==> config.mk <==
export PLATFORM = sky130hd
export DESIGN_NAME = csc_top
export DESIGN_NICKNAME = d
export VERILOG_FILES = /design/src/rtl/csc_pkg.sv /design/src/rtl/csc_mem.sv /design/src/rtl/csc_top.sv
export VERILOG_INCLUDE_DIRS = /design/src /design/src/rtl
export SDC_FILE = /design/constraint.sdc
export NUM_CORES = 2
export LEC_CHECK = 0
export ABC_CLOCK_PERIOD_IN_PS = 17700
export BUFFER_PORTS_ARGS = -buffer_cell sky130_fd_sc_hd__buf_4
export CAP_MARGIN = 10
export CORE_ASPECT_RATIO = 0.7
export CORE_MARGIN = 5
export CORE_UTILIZATION = 55
export CTS_CLUSTER_SIZE = 25
export DETAILED_ROUTE_END_ITERATION = 12
export PLACE_DENSITY_LB_ADDON = 0.08
export SETUP_SLACK_MARGIN = 0.3
export SKIP_LAST_GASP = 1
export SLEW_MARGIN = 20
export SYNTH_ARGS = -nofsm -noshare
export SYNTH_HDL_FRONTEND = slang
export SYNTH_SLANG_ARGS = --single-unit
==> constraint.sdc <==
create_clock -name pclk -period 17.7 [get_ports pclk]
set_input_delay 5.31 -clock pclk [delete_from_list [all_inputs] [get_ports pclk]]
set_output_delay 5.31 -clock pclk [all_outputs]
set_load 0.02 [all_outputs]
==> src/rtl/csc_defines.svh <==
// Offsets, field positions, reset values and counts for core system control
`ifndef CSC_DEFINES_SVH
`define CSC_DEFINES_SVH

// Register byte offsets on the APB
`define CSC_AUX1_OFF   8'h00
`define CSC_DPTR0_OFF  8'h04
`define CSC_DPTR1_OFF  8'h08
`define CSC_ACC_OFF    8'h0C
`define CSC_OPB_OFF    8'h10
`define CSC_PSW_OFF    8'h14
`define CSC_SP_OFF     8'h18
`define CSC_DFADR_OFF  8'h1C
`define CSC_DFDAT_OFF  8'h20
`define CSC_DFCON_OFF  8'h24
`define CSC_PWR_OFF    8'h28
`define CSC_CMD_OFF    8'h2C
`define CSC_STAT_OFF   8'h30

// Field positions
`define CSC_AUX1_DPS   0
`define CSC_PSW_CY     7
`define CSC_PSW_AC     6
`define CSC_PSW_F0     5
`define CSC_PSW_RS1    4
`define CSC_PSW_RS0    3
`define CSC_PSW_OV     2
`define CSC_PSW_F1     1
`define CSC_PSW_P      0
`define CSC_PWR_IDLE   0
`define CSC_PWR_PD     1
`define CSC_DFCON_GO   0

// Reset values and the byte read from unimplemented space
`define CSC_SP_RST     8'h07
`define CSC_PSW_RST    8'h00
`define CSC_UNIMP_BYTE 8'hFF

// Data flash window seen by the code read
`define CSC_DF_BASE    16'hFC00

// Timing: clocks per machine cycle, machine cycles of reset low
`define CSC_CLK_PER_MC 4
`define CSC_RST_MC     2
`define CSC_RST_CLKS   (`CSC_CLK_PER_MC * `CSC_RST_MC)

`endif

==> src/rtl/csc_pkg.sv <==
// Types shared by the core system control design
package csc_pkg;
  // Sequencer states
  typedef enum logic [1:0] {
    CSC_ST_IDLE,
    CSC_ST_POP,
    CSC_ST_CODE
  } csc_state_t;

  // Command codes written to the command register
  typedef enum logic [2:0] {
    CSC_OP_PUSH = 3'h0,
    CSC_OP_POP  = 3'h1,
    CSC_OP_CODE_MEMORY_READ_INSTR = 3'h2,
    CSC_OP_MUL  = 3'h3,
    CSC_OP_DIV  = 3'h4
  } csc_op_t;

  // Byte and pointer widths
  typedef logic [7:0]  csc_byte_t;
  typedef logic [15:0] csc_ptr_t;
endpackage

==> src/rtl/csc_mem.sv <==
// Small byte memory with registered read data
`timescale 1ns/100ps
module csc_mem #(
  parameter int AW = 8,
  parameter int DW = 8
) (
  input  wire logic          pclk,
  input  wire logic          we,
  input  wire logic [AW-1:0] waddr,
  input  wire logic [DW-1:0] wdata,
  input  wire logic [AW-1:0] raddr,
  output logic      [DW-1:0] rdata_q
);
  logic [DW-1:0] mem_q [0:(1<<AW)-1]; // Storage array

  // Write port
  always_ff @(posedge pclk)
  begin
    if (we)
    begin
      mem_q[waddr] <= wdata;
    end
  end

  // Registered read port
  always_ff @(posedge pclk)
  begin
    rdata_q <= mem_q[raddr];
  end
endmodule

==> src/rtl/csc_top.sv <==
// Core system control: reset pin, clock gating, pointers, stack, flash paths
// Notes on behaviour
// - Reset only after pin low two machine cycles
// - Two 16-bit pointers, select bit chooses active
// - Idle stops CPU clock, peripherals keep running
// - Power-down stops every internal clock
// - Instructions fetched from program flash at zero
// - Code read fetches program flash bytes as data
// - Data flash read by code read, written via registers
// - Operand register feeds multiply and divide
// - Status word holds ALU flags and bank select
// - Eight-bit stack pointer into scratch-pad RAM
// - Pointer resets 07h, pre-increment push, post-decrement pop
// - Bank select picks one of four banks
`timescale 1ns/100ps
`include "csc_defines.svh"
module csc_top #(
  parameter int CODE_BYTES = 8192,
  parameter int CODE_AW    = 13
) (
  input  wire logic              pclk,
  input  wire logic              presetn,
  input  wire logic              psel,
  input  wire logic              penable,
  input  wire logic              pwrite,
  input  wire logic [7:0]        paddr,
  input  wire logic [31:0]       pwdata,
  output logic      [31:0]       prdata,
  output logic                   pready,
  output logic                   pslverr,
  input  wire logic              rst_pin_n,
  input  wire logic              fetch_req,
  input  wire csc_pkg::csc_ptr_t fetch_addr,
  output csc_pkg::csc_byte_t     fetch_data_q,
  output logic                   fetch_valid_q,
  output logic [CODE_AW-1:0]     pflash_addr_q,
  output logic                   pflash_rd_q,
  input  wire csc_pkg::csc_byte_t pflash_rdata,
  output logic                   cpu_clk_en_q,
  output logic                   periph_clk_en_q,
  output logic                   machine_tick_q,
  output logic                   core_reset_q,
  output logic [4:0]             bank_base_q
);
  import csc_pkg::*;

  // Reset pin synchroniser and low counter
  logic       pin_s1_q;      // First synchroniser stage
  logic       pin_s2_q;      // Second synchroniser stage
  logic [3:0] low_cnt_q;     // Clocks seen with pin low
  logic [3:0] low_cnt_d;
  logic       soft_rst;      // Architectural reset from the pin

  // Architectural registers
  logic      dps_q;          // Active pointer select
  csc_ptr_t  data_pointer_q [2];     // Two data pointers
  csc_byte_t acc_q;          // Accumulator
  csc_byte_t opb_q;          // Second operand register
  logic [7:1] psw_q;         // Status word, parity computed
  csc_byte_t sp_q;           // Stack top pointer
  csc_byte_t dfadr_q;        // Data flash address
  csc_byte_t dfdat_q;        // Data flash write data
  logic      idle_q;         // Idle request
  logic      pd_q;           // Power-down request
  csc_state_t st_q;          // Sequencer state
  csc_state_t st_d;
  logic      code_df_q;      // Pending code read targets data flash
  logic      code_oob_q;     // Pending code read outside both memories
  logic [1:0] div_q;         // Machine cycle divider
  logic      fetch_pend_q;   // Fetch waiting for flash data
  logic      fetch_oob_q;    // Fetch beyond the flash

  // Bus decode
  wire       acc_phase = psel & penable;
  wire       bus_done  = acc_phase & pready;
  wire       busy      = (st_q != CSC_ST_IDLE);
  wire       wr_en     = bus_done & pwrite & ~busy;
  wire       hit_aux   = (paddr == `CSC_AUX1_OFF);
  wire       hit_dp0   = (paddr == `CSC_DPTR0_OFF);
  wire       hit_dp1   = (paddr == `CSC_DPTR1_OFF);
  wire       hit_acc   = (paddr == `CSC_ACC_OFF);
  wire       hit_opb   = (paddr == `CSC_OPB_OFF);
  wire       hit_psw   = (paddr == `CSC_PSW_OFF);
  wire       hit_sp    = (paddr == `CSC_SP_OFF);
  wire       hit_dfa   = (paddr == `CSC_DFADR_OFF);
  wire       hit_dfd   = (paddr == `CSC_DFDAT_OFF);
  wire       hit_dfc   = (paddr == `CSC_DFCON_OFF);
  wire       hit_pwr   = (paddr == `CSC_PWR_OFF);
  wire       hit_cmd   = (paddr == `CSC_CMD_OFF);
  wire       hit_stat  = (paddr == `CSC_STAT_OFF);
  wire       hit_any   = hit_aux | hit_dp0 | hit_dp1 | hit_acc | hit_opb | hit_psw
                       | hit_sp | hit_dfa | hit_dfd | hit_dfc | hit_pwr | hit_cmd
                       | hit_stat;
  wire       bad_acc   = ~hit_any | (pwrite & busy);
  wire [2:0] cmd_code  = pwdata[2:0];
  wire       cmd_wr    = wr_en & hit_cmd;
  wire       do_push   = cmd_wr & (cmd_code == CSC_OP_PUSH);
  wire       do_pop    = cmd_wr & (cmd_code == CSC_OP_POP);
  wire       do_code_memory_read_instr   = cmd_wr & (cmd_code == CSC_OP_CODE_MEMORY_READ_INSTR);
  wire       do_mul    = cmd_wr & (cmd_code == CSC_OP_MUL);
  wire       do_div    = cmd_wr & (cmd_code == CSC_OP_DIV);

  // Derived status
  wire       parity    = ^acc_q;
  wire [7:0] psw_rd    = {psw_q, parity};
  wire [1:0] bank_sel  = {psw_q[`CSC_PSW_RS1], psw_q[`CSC_PSW_RS0]};
  csc_ptr_t  data_pointer_act;
  assign data_pointer_act = data_pointer_q[dps_q];

  // Arithmetic with the second operand
  wire [15:0] product  = acc_q * opb_q;
  wire        div_zero = (opb_q == 8'h00);
  wire [7:0]  quot     = div_zero ? `CSC_UNIMP_BYTE : acc_q / opb_q;
  wire [7:0]  remd     = div_zero ? acc_q : acc_q % opb_q;

  // Stack addresses
  wire [7:0] sp_inc    = sp_q + 8'h01;
  wire [7:0] sp_dec    = sp_q - 8'h01;

  // Code read address: accumulator plus active pointer
  csc_ptr_t  code_addr;
  assign code_addr = data_pointer_act + {8'h00, acc_q};
  wire       code_in_pf = (code_addr < CODE_BYTES[15:0]);
  wire       code_in_df = (code_addr[15:8] == 8'(`CSC_DF_BASE >> 8));

  // Memory connections
  csc_byte_t ram_rdata;      // Scratch-pad RAM read data
  csc_byte_t df_rdata;       // Data flash read data
  wire       df_we     = wr_en & hit_dfc & pwdata[`CSC_DFCON_GO];

  // Program flash port sharing: code read wins over fetch
  wire       fetch_ok  = fetch_req & cpu_clk_en_q & ~do_code_memory_read_instr;
  wire       fetch_pf  = fetch_ok & (fetch_addr < CODE_BYTES[15:0]);

  // Reset pin qualification
  assign soft_rst = (low_cnt_q == 4'(`CSC_RST_CLKS));

  // Scratch-pad RAM holding the stack
  csc_mem #(.AW(8), .DW(8)) u_ram (
    .pclk    (pclk),
    .we      (do_push),
    .waddr   (sp_inc),
    .wdata   (acc_q),
    .raddr   (sp_q),
    .rdata_q (ram_rdata)
  );

  // Non-volatile data area
  csc_mem #(.AW(8), .DW(8)) u_df (
    .pclk    (pclk),
    .we      (df_we),
    .waddr   (dfadr_q),
    .wdata   (dfdat_q),
    .raddr   (code_addr[7:0]),
    .rdata_q (df_rdata)
  );

  // Two-stage synchroniser on the reset pin
  always_ff @(posedge pclk or negedge presetn)
  begin
    if (!presetn)
    begin
      pin_s1_q <= 1'b1;
      pin_s2_q <= 1'b1;
    end
    else
    begin
      pin_s1_q <= rst_pin_n;
      pin_s2_q <= pin_s1_q;
    end
  end

  // Low counter saturates at the qualifying length
  always_comb
  begin
    if (pin_s2_q)
    begin
      low_cnt_d = 4'h0;
    end
    else if (soft_rst)
    begin
      low_cnt_d = low_cnt_q;
    end
    else
    begin
      low_cnt_d = low_cnt_q + 4'h1;
    end
  end

  // Counter and reset output
  always_ff @(posedge pclk or negedge presetn)
  begin
    if (!presetn)
    begin
      low_cnt_q    <= 4'h0;
      core_reset_q <= 1'b1;
    end
    else
    begin
      low_cnt_q    <= low_cnt_d;
      core_reset_q <= soft_rst;
    end
  end

  // Sequencer next state
  always_comb
  begin
    case (st_q)
      CSC_ST_IDLE:
      begin
        st_d = do_pop ? CSC_ST_POP : (do_code_memory_read_instr ? CSC_ST_CODE : CSC_ST_IDLE);
      end
      CSC_ST_POP:  st_d = CSC_ST_IDLE;
      CSC_ST_CODE: st_d = CSC_ST_IDLE;
      default:     st_d = CSC_ST_IDLE;
    endcase
  end

  // Sequencer state and pending code read target
  always_ff @(posedge pclk or negedge presetn)
  begin
    if (!presetn)
    begin
      st_q       <= CSC_ST_IDLE;
      code_df_q  <= 1'b0;
      code_oob_q <= 1'b0;
    end
    else if (soft_rst)
    begin
      st_q       <= CSC_ST_IDLE;
      code_df_q  <= 1'b0;
      code_oob_q <= 1'b0;
    end
    else
    begin
      st_q <= st_d;
      if (do_code_memory_read_instr)
      begin
        code_df_q  <= ~code_in_pf & code_in_df;
        code_oob_q <= ~code_in_pf & ~code_in_df;
      end
    end
  end

  // Pointer select, pointers and data flash registers
  always_ff @(posedge pclk or negedge presetn)
  begin
    if (!presetn)
    begin
      dps_q     <= 1'b0;
      data_pointer_q[0] <= 16'h0000;
      data_pointer_q[1] <= 16'h0000;
      dfadr_q   <= 8'h00;
      dfdat_q   <= 8'h00;
    end
    else if (soft_rst)
    begin
      dps_q     <= 1'b0;
      data_pointer_q[0] <= 16'h0000;
      data_pointer_q[1] <= 16'h0000;
      dfadr_q   <= 8'h00;
      dfdat_q   <= 8'h00;
    end
    else if (wr_en)
    begin
      if (hit_aux) dps_q <= pwdata[`CSC_AUX1_DPS];
      if (hit_dp0) data_pointer_q[0] <= pwdata[15:0];
      if (hit_dp1) data_pointer_q[1] <= pwdata[15:0];
      if (hit_dfa) dfadr_q <= pwdata[7:0];
      if (hit_dfd) dfdat_q <= pwdata[7:0];
    end
  end

  // Accumulator and second operand: bus writes and command results
  always_ff @(posedge pclk or negedge presetn)
  begin
    if (!presetn)
    begin
      acc_q <= 8'h00;
      opb_q <= 8'h00;
    end
    else if (soft_rst)
    begin
      acc_q <= 8'h00;
      opb_q <= 8'h00;
    end
    else if (st_q == CSC_ST_POP)
    begin
      acc_q <= ram_rdata;
    end
    else if (st_q == CSC_ST_CODE)
    begin
      // Program flash, data flash, or unimplemented space reads high
      acc_q <= code_oob_q ? `CSC_UNIMP_BYTE : (code_df_q ? df_rdata : pflash_rdata);
    end
    else if (do_mul)
    begin
      acc_q <= product[7:0];
      opb_q <= product[15:8];
    end
    else if (do_div)
    begin
      acc_q <= quot;
      opb_q <= remd;
    end
    else if (wr_en)
    begin
      if (hit_acc) acc_q <= pwdata[7:0];
      if (hit_opb) opb_q <= pwdata[7:0];
    end
  end

  // Status word: overflow and carry from multiply and divide
  always_ff @(posedge pclk or negedge presetn)
  begin
    if (!presetn)
    begin
      psw_q <= 7'(`CSC_PSW_RST >> 1);
    end
    else if (soft_rst)
    begin
      psw_q <= 7'(`CSC_PSW_RST >> 1);
    end
    else if (do_mul | do_div)
    begin
      psw_q[`CSC_PSW_CY] <= 1'b0;
      psw_q[`CSC_PSW_OV] <= do_mul ? (product[15:8] != 8'h00) : div_zero;
    end
    else if (wr_en & hit_psw)
    begin
      psw_q <= pwdata[7:1];
    end
  end

  // Stack pointer
  always_ff @(posedge pclk or negedge presetn)
  begin
    if (!presetn)
    begin
      sp_q <= `CSC_SP_RST;
    end
    else if (soft_rst)
    begin
      sp_q <= `CSC_SP_RST;
    end
    else if (do_push)
    begin
      sp_q <= sp_inc;
    end
    else if (st_q == CSC_ST_POP)
    begin
      sp_q <= sp_dec;
    end
    else if (wr_en & hit_sp)
    begin
      sp_q <= pwdata[7:0];
    end
  end

  // Power mode requests; pin reset wakes the device
  always_ff @(posedge pclk or negedge presetn)
  begin
    if (!presetn)
    begin
      idle_q <= 1'b0;
      pd_q   <= 1'b0;
    end
    else if (soft_rst)
    begin
      idle_q <= 1'b0;
      pd_q   <= 1'b0;
    end
    else if (wr_en & hit_pwr)
    begin
      idle_q <= pwdata[`CSC_PWR_IDLE];
      pd_q   <= pwdata[`CSC_PWR_PD];
    end
  end

  // Machine cycle divider and clock enables
  always_ff @(posedge pclk or negedge presetn)
  begin
    if (!presetn)
    begin
      div_q           <= 2'h0;
      machine_tick_q  <= 1'b0;
      cpu_clk_en_q    <= 1'b0;
      periph_clk_en_q <= 1'b0;
    end
    else
    begin
      div_q           <= pd_q ? 2'h0 : div_q + 2'h1;
      machine_tick_q  <= ~pd_q & (div_q == 2'(`CSC_CLK_PER_MC - 1));
      cpu_clk_en_q    <= ~idle_q & ~pd_q & ~soft_rst;
      periph_clk_en_q <= ~pd_q;
    end
  end

  // Program flash port and instruction fetch return
  always_ff @(posedge pclk or negedge presetn)
  begin
    if (!presetn)
    begin
      pflash_rd_q   <= 1'b0;
      pflash_addr_q <= '0;
      fetch_pend_q  <= 1'b0;
      fetch_oob_q   <= 1'b0;
      fetch_valid_q <= 1'b0;
      fetch_data_q  <= 8'h00;
    end
    else
    begin
      pflash_rd_q  <= fetch_pf | (do_code_memory_read_instr & code_in_pf);
      if (do_code_memory_read_instr)
      begin
        pflash_addr_q <= code_addr[CODE_AW-1:0];
      end
      else if (fetch_pf)
      begin
        pflash_addr_q <= fetch_addr[CODE_AW-1:0];
      end
      fetch_pend_q  <= fetch_ok;
      fetch_oob_q   <= fetch_ok & ~fetch_pf;
      fetch_valid_q <= fetch_pend_q;
      if (fetch_pend_q)
      begin
        fetch_data_q <= fetch_oob_q ? `CSC_UNIMP_BYTE : pflash_rdata;
      end
    end
  end

  // APB answer: one wait state, read data and error with ready
  logic [31:0] rd_mux;
  always_comb
  begin
    rd_mux = 32'h0000_0000;
    if (hit_aux)  rd_mux = {31'h0, dps_q};
    if (hit_dp0)  rd_mux = {16'h0, data_pointer_q[0]};
    if (hit_dp1)  rd_mux = {16'h0, data_pointer_q[1]};
    if (hit_acc)  rd_mux = {24'h0, acc_q};
    if (hit_opb)  rd_mux = {24'h0, opb_q};
    if (hit_psw)  rd_mux = {24'h0, psw_rd};
    if (hit_sp)   rd_mux = {24'h0, sp_q};
    if (hit_dfa)  rd_mux = {24'h0, dfadr_q};
    if (hit_dfd)  rd_mux = {24'h0, dfdat_q};
    if (hit_pwr)  rd_mux = {30'h0, pd_q, idle_q};
    if (hit_stat) rd_mux = {20'h0, bank_sel, core_reset_q, busy, ram_rdata};
  end

  // Bus response registers
  always_ff @(posedge pclk or negedge presetn)
  begin
    if (!presetn)
    begin
      pready  <= 1'b0;
      pslverr <= 1'b0;
      prdata  <= 32'h0000_0000;
    end
    else
    begin
      pready  <= acc_phase & ~pready;
      pslverr <= acc_phase & ~pready & bad_acc;
      if (acc_phase & ~pready)
      begin
        prdata <= (pwrite | ~hit_any) ? 32'h0000_0000 : rd_mux;
      end
    end
  end

  // Working bank base address in scratch-pad RAM
  always_ff @(posedge pclk or negedge presetn)
  begin
    if (!presetn)
    begin
      bank_base_q <= 5'h00;
    end
    else
    begin
      bank_base_q <= {bank_sel, 3'h0};
    end
  end
endmodule

==> run_results.csv <==
group,metric,value,unit
status,status,"completed",
layout,layout.cells.non_filler,13100,
placed_design,place.gp.congestion,0.869,
clocking,cts_h_tree_depth,5,
setup_path,cp_bufs_invs,1,
setup_path,crit_required,18500,ps
grt,grt_first_pass_wirelength,625,mm
sta,final.setup_skew,35.6,ps
clocking,cts_made_buffers,396,
grt,grtUsageTotal,0.272,
grt,globalRouteOverflowTotal,0,
flow_run,cap_viol_max_count,0,
sta,grt_setup_unrepaired,"no",
setup_path,critical_path.most_common_cell,"ha_1",
routing,route.antenna.remaining_nets,0,
layout,finalNetCount,8823,
pwr,peakVddDrop,786,uV
setup_path,setup.worst_path.class,"reg -> reg",
sta,post-route-min-period,14310,ps
clocking,cts_root_buffer,"clkbuf_16",
yosys,most_instantiated_flip_flop_cell_in_the_synthesis_netlist,"edfxtp_1",
placed_design,port_buffers,101,
clocking,cts.repair_timing.setup_buffer_count,0,
yosys,ys_async_sr_fraction,0.0336,
floorplan,floorplan.io_pins,137,
routing,routed_wl,438,mm
sta,timing.final.crit_share,0.808,
placed_design,placedCellCount,12400,
grt,grt_start_max_net_pins,199,
sta,setup_total_negative_slack,0,ps
yosys,synth.yosys.warnings,0,
floorplan,die_width,676,um
setup_path,r2r_start,"opb_q[0]$_DFFE_PN0P_",
setup_path,cp_max_fo,11,
yosys,yosys.area.top_type,"edfxtp_1",
setup_path,critical_path.startpoint,"opb_q[0]$_DFFE_PN0P_",
setup_path,critical-path-max-stage-delay,810,ps
sta,tightestPinTransition,1190,ps
routing,detail_route.wl_per_cell,33.4,um
setup_path,crit_arrival,15110,ps
yosys,synth_seq_area_share,0.744,
sta,hold_viol_final,0,
setup_path,master_of_the_slowest_instance_on_the_critical_path,"a31oi_1",
floorplan,fp.coreArea,309000,um2
sta,setup_violations,0,
clocking,clkSinkCount,4255,
yosys,synthCells,8446,
setup_path,ff2ff_path_depth,46,
yosys,syn_avg_cell_area,20.2,um2
floorplan,floorplan.initialDensity,0.551,
routing,detail_route.first_pass.iterations,8,
layout,syn2layout_area_growth,10.7,%
setup_path,slack_of_the_worst_reg_to_reg_path,3390,ps
yosys,syn-cell-area,171000,um2
setup_path,timing.critical_path.to,"acc_q[0]$_DFFE_PN0P_",
floorplan,dieHeight,476,um
routing,initialDrtViolationCount,12400,
setup_path,cp_top_family,"compound AO/OA/AOI/OAI gates",
min_path,hold_class,"reg -> reg",
clocking,path_clk_slew,70,ps
floorplan,row_count,171,
clocking,cts_tree,"yes",
yosys,postSynthRegisterBits,4255,
yosys,post-synth-top-area-fraction,0.721,
yosys,synth_enable_flop_cells,4096,
setup_path,rr_endpoint,"acc_q[0]$_DFFE_PN0P_",
routing,route.detailed.drc,0,
setup_path,path_depth,46,
routing,drt-vias-per-instance,6.58,
grt,antenna_violations_before_repair,40,
setup_path,setup.worst_path.start_class,"flop",
floorplan,die-area,322000,um2
layout,proportion_of_layout_cells_with_a_drive_suffix_above_1,0.242,
sta,max_freq,0.0699,GHz
setup_path,critical_path.endpoint_type,"flop",
grt,vias_in_the_first_global_route,83900,
routing,dr_total_vias,86200,
pwr,leakage,0.0658,uW
yosys,yosys-top-cells-area,"edfxtp_1, mux4_2, dfrtp_1",
sta,max-slew-margin-rel,0.205,
pwr,power_density,136,nW/um2
sta,worst_hold_slack,416,ps
clocking,max-clock-path-buffers,4,
sta,timing_max_transition_violations_final,0,
placed_design,detailed_place_hpwl,262,mm
yosys,ys_types,92,
clocking,postCtsResizedCells,0,
clocking,clock_latency,900,ps
clocking,ctsHoldBuffers,0,
==> through the flow <==
stage	utilization	area (um2)	worst slack, ps	total power, uW
after floorplan	-	171000	3090	15800
after global placement	0.569	176000	3950	17400
after detailed placement	0.569	176000	3650	17400
after CTS	0.610	189000	3600	25700
after global routing	0.610	189000	2390	26700
final	0.610	189000	3390	25600
==> sequential cells by signal (all words and copies together), names as in the netlist, 2 cells and up <==
name / count
sp_q: 8
bank_base_q: 2
opb_q: 8
u_ram.mem_q: 2048
st_q: 2
prdata: 16
div_q: 2
pflash_addr_q: 13
dfadr_q: 8
psw_q: 7
u_df.rdata_q: 8
low_cnt_q: 4
fetch_data_q: 8
u_df.mem_q: 2048
u_ram.rdata_q: 8
acc_q: 8
data_pointer_q: 32
dfdat_q: 8
==> how the worst min path moves through the flow <==
stage	endpoint	cells past startpoint	startpoint	slack, ps
after global placement	div_q[0]$_DFF_PN0_	1	div_q[0]$_DFF_PN0_	410
final	pin_s2_q$_DFF_PN1_	0	pin_s1_q$_DFF_PN1_	420
after global routing	pin_s2_q$_DFF_PN1_	0	pin_s1_q$_DFF_PN1_	420
after floorplan	pin_s2_q$_DFF_PN1_	0	pin_s1_q$_DFF_PN1_	350
after CTS	pin_s2_q$_DFF_PN1_	0	pin_s1_q$_DFF_PN1_	420
after detailed placement	div_q[0]$_DFF_PN0_	1	div_q[0]$_DFF_PN0_	420
==> per-layer routing <==
metal  part of all wire  GRT usage  vias up
met4              0.025     0.0647        2
met2               0.43      0.378     4583
li1                   -          -    34900
met5           0.000027          0        -
met3               0.11     0.0647      577
met1               0.43      0.440    46100
==> cells by family after synthesis <==
| logic type | Yosys count | share of synthesized area |
|---|---|---|
| XOR/XNOR | 63 | 0.00324 |
| multiplexers | 1304 | 0.167 |
| flip-flops | 4255 | 0.744 |
| buffers and inverters | 595 | 0.0143 |
| AO/OA/AOI/OAI | 589 | 0.0235 |
| adder cells (fa/ha/maj) | 139 | 0.0119 |
| AND/OR/NAND/NOR | 1500 | 0.0364 |
| other | 1 | 0.0000220 |
==> cell usage after synthesis, drive strengths merged (5+ instances only) <==
master and instances:
edfxtp 4096, or2 11, o221ai 18, ha 101
and3 10, nand2 453, a21o 10, nand3 84
a221o 14, a311oi 6, or3 11, a22oi 51
xnor2 37, inv 88, fa 38, dfxtp 16
nor2 796, dfstp 6, a221oi 21, a2111oi 5
o21bai 7, o22ai 38, a222oi 12, mux2 23
a21boi 5, nor3 33, nor4 17, and2 22
nand2b 13, o21ai 78, a21oi 164, clkbuf 325
mux4 1226, a31oi 42, dfrtp 137, o211ai 10
o21a 14, a22o 12, buf 181, mux2i 55
xor2 26, nor2b 25, a211oi 33, o31ai 14
==> power breakdown <==
group	internal [uW]	switching [uW]	total, uW
logic	2410	3720	6120
registers	11100	66.7	11100
clock network	4720	3650	8380
==> area by class of cell <==
class	instances	area, um2
sequential	4255	127000
fill	21800	121000
multi-input combinational	3614	41600
clock buffer	506	10600
tap	4152	5190
timing repair buffer	257	2230
clock inverter	203	1940
inverter	89	334
antenna	14	35.0
==> layout by cell type (no fill, tap or decap), types with 22 or more instances in the layout <==
| cell | Yosys | final |
|---|---|---|
| a31oi_1 | 40 | 40 |
| nor2_1 | 794 | 792 |
| clkbuf_16 | 0 | 403 |
| mux2i_1 | 55 | 55 |
| clkinv_1 | 1 | 75 |
| o21ai_0 | 75 | 75 |
| inv_1 | 87 | 86 |
| nand2_1 | 453 | 428 |
| nor2b_1 | 25 | 22 |
| fa_1 | 38 | 37 |
| nor3_1 | 33 | 32 |
| mux2_2 | 23 | 23 |
| ha_1 | 101 | 100 |
| clkbuf_1 | 324 | 91 |
| buf_4 | 24 | 233 |
| a22oi_1 | 51 | 51 |
| xnor2_1 | 37 | 32 |
| dfrtp_1 | 137 | 120 |
| a211oi_1 | 32 | 32 |
| clkinv_2 | 0 | 66 |
| edfxtp_1 | 4096 | 4096 |
| mux4_2 | 1226 | 1226 |
| nand2_2 | 0 | 25 |
| bufinv_16 | 0 | 34 |
| nand3_1 | 84 | 78 |
| o22ai_1 | 38 | 38 |
| a21oi_1 | 164 | 164 |
| xor2_1 | 26 | 23 |
No activity file was read; power rests on OpenSTA's default activity.
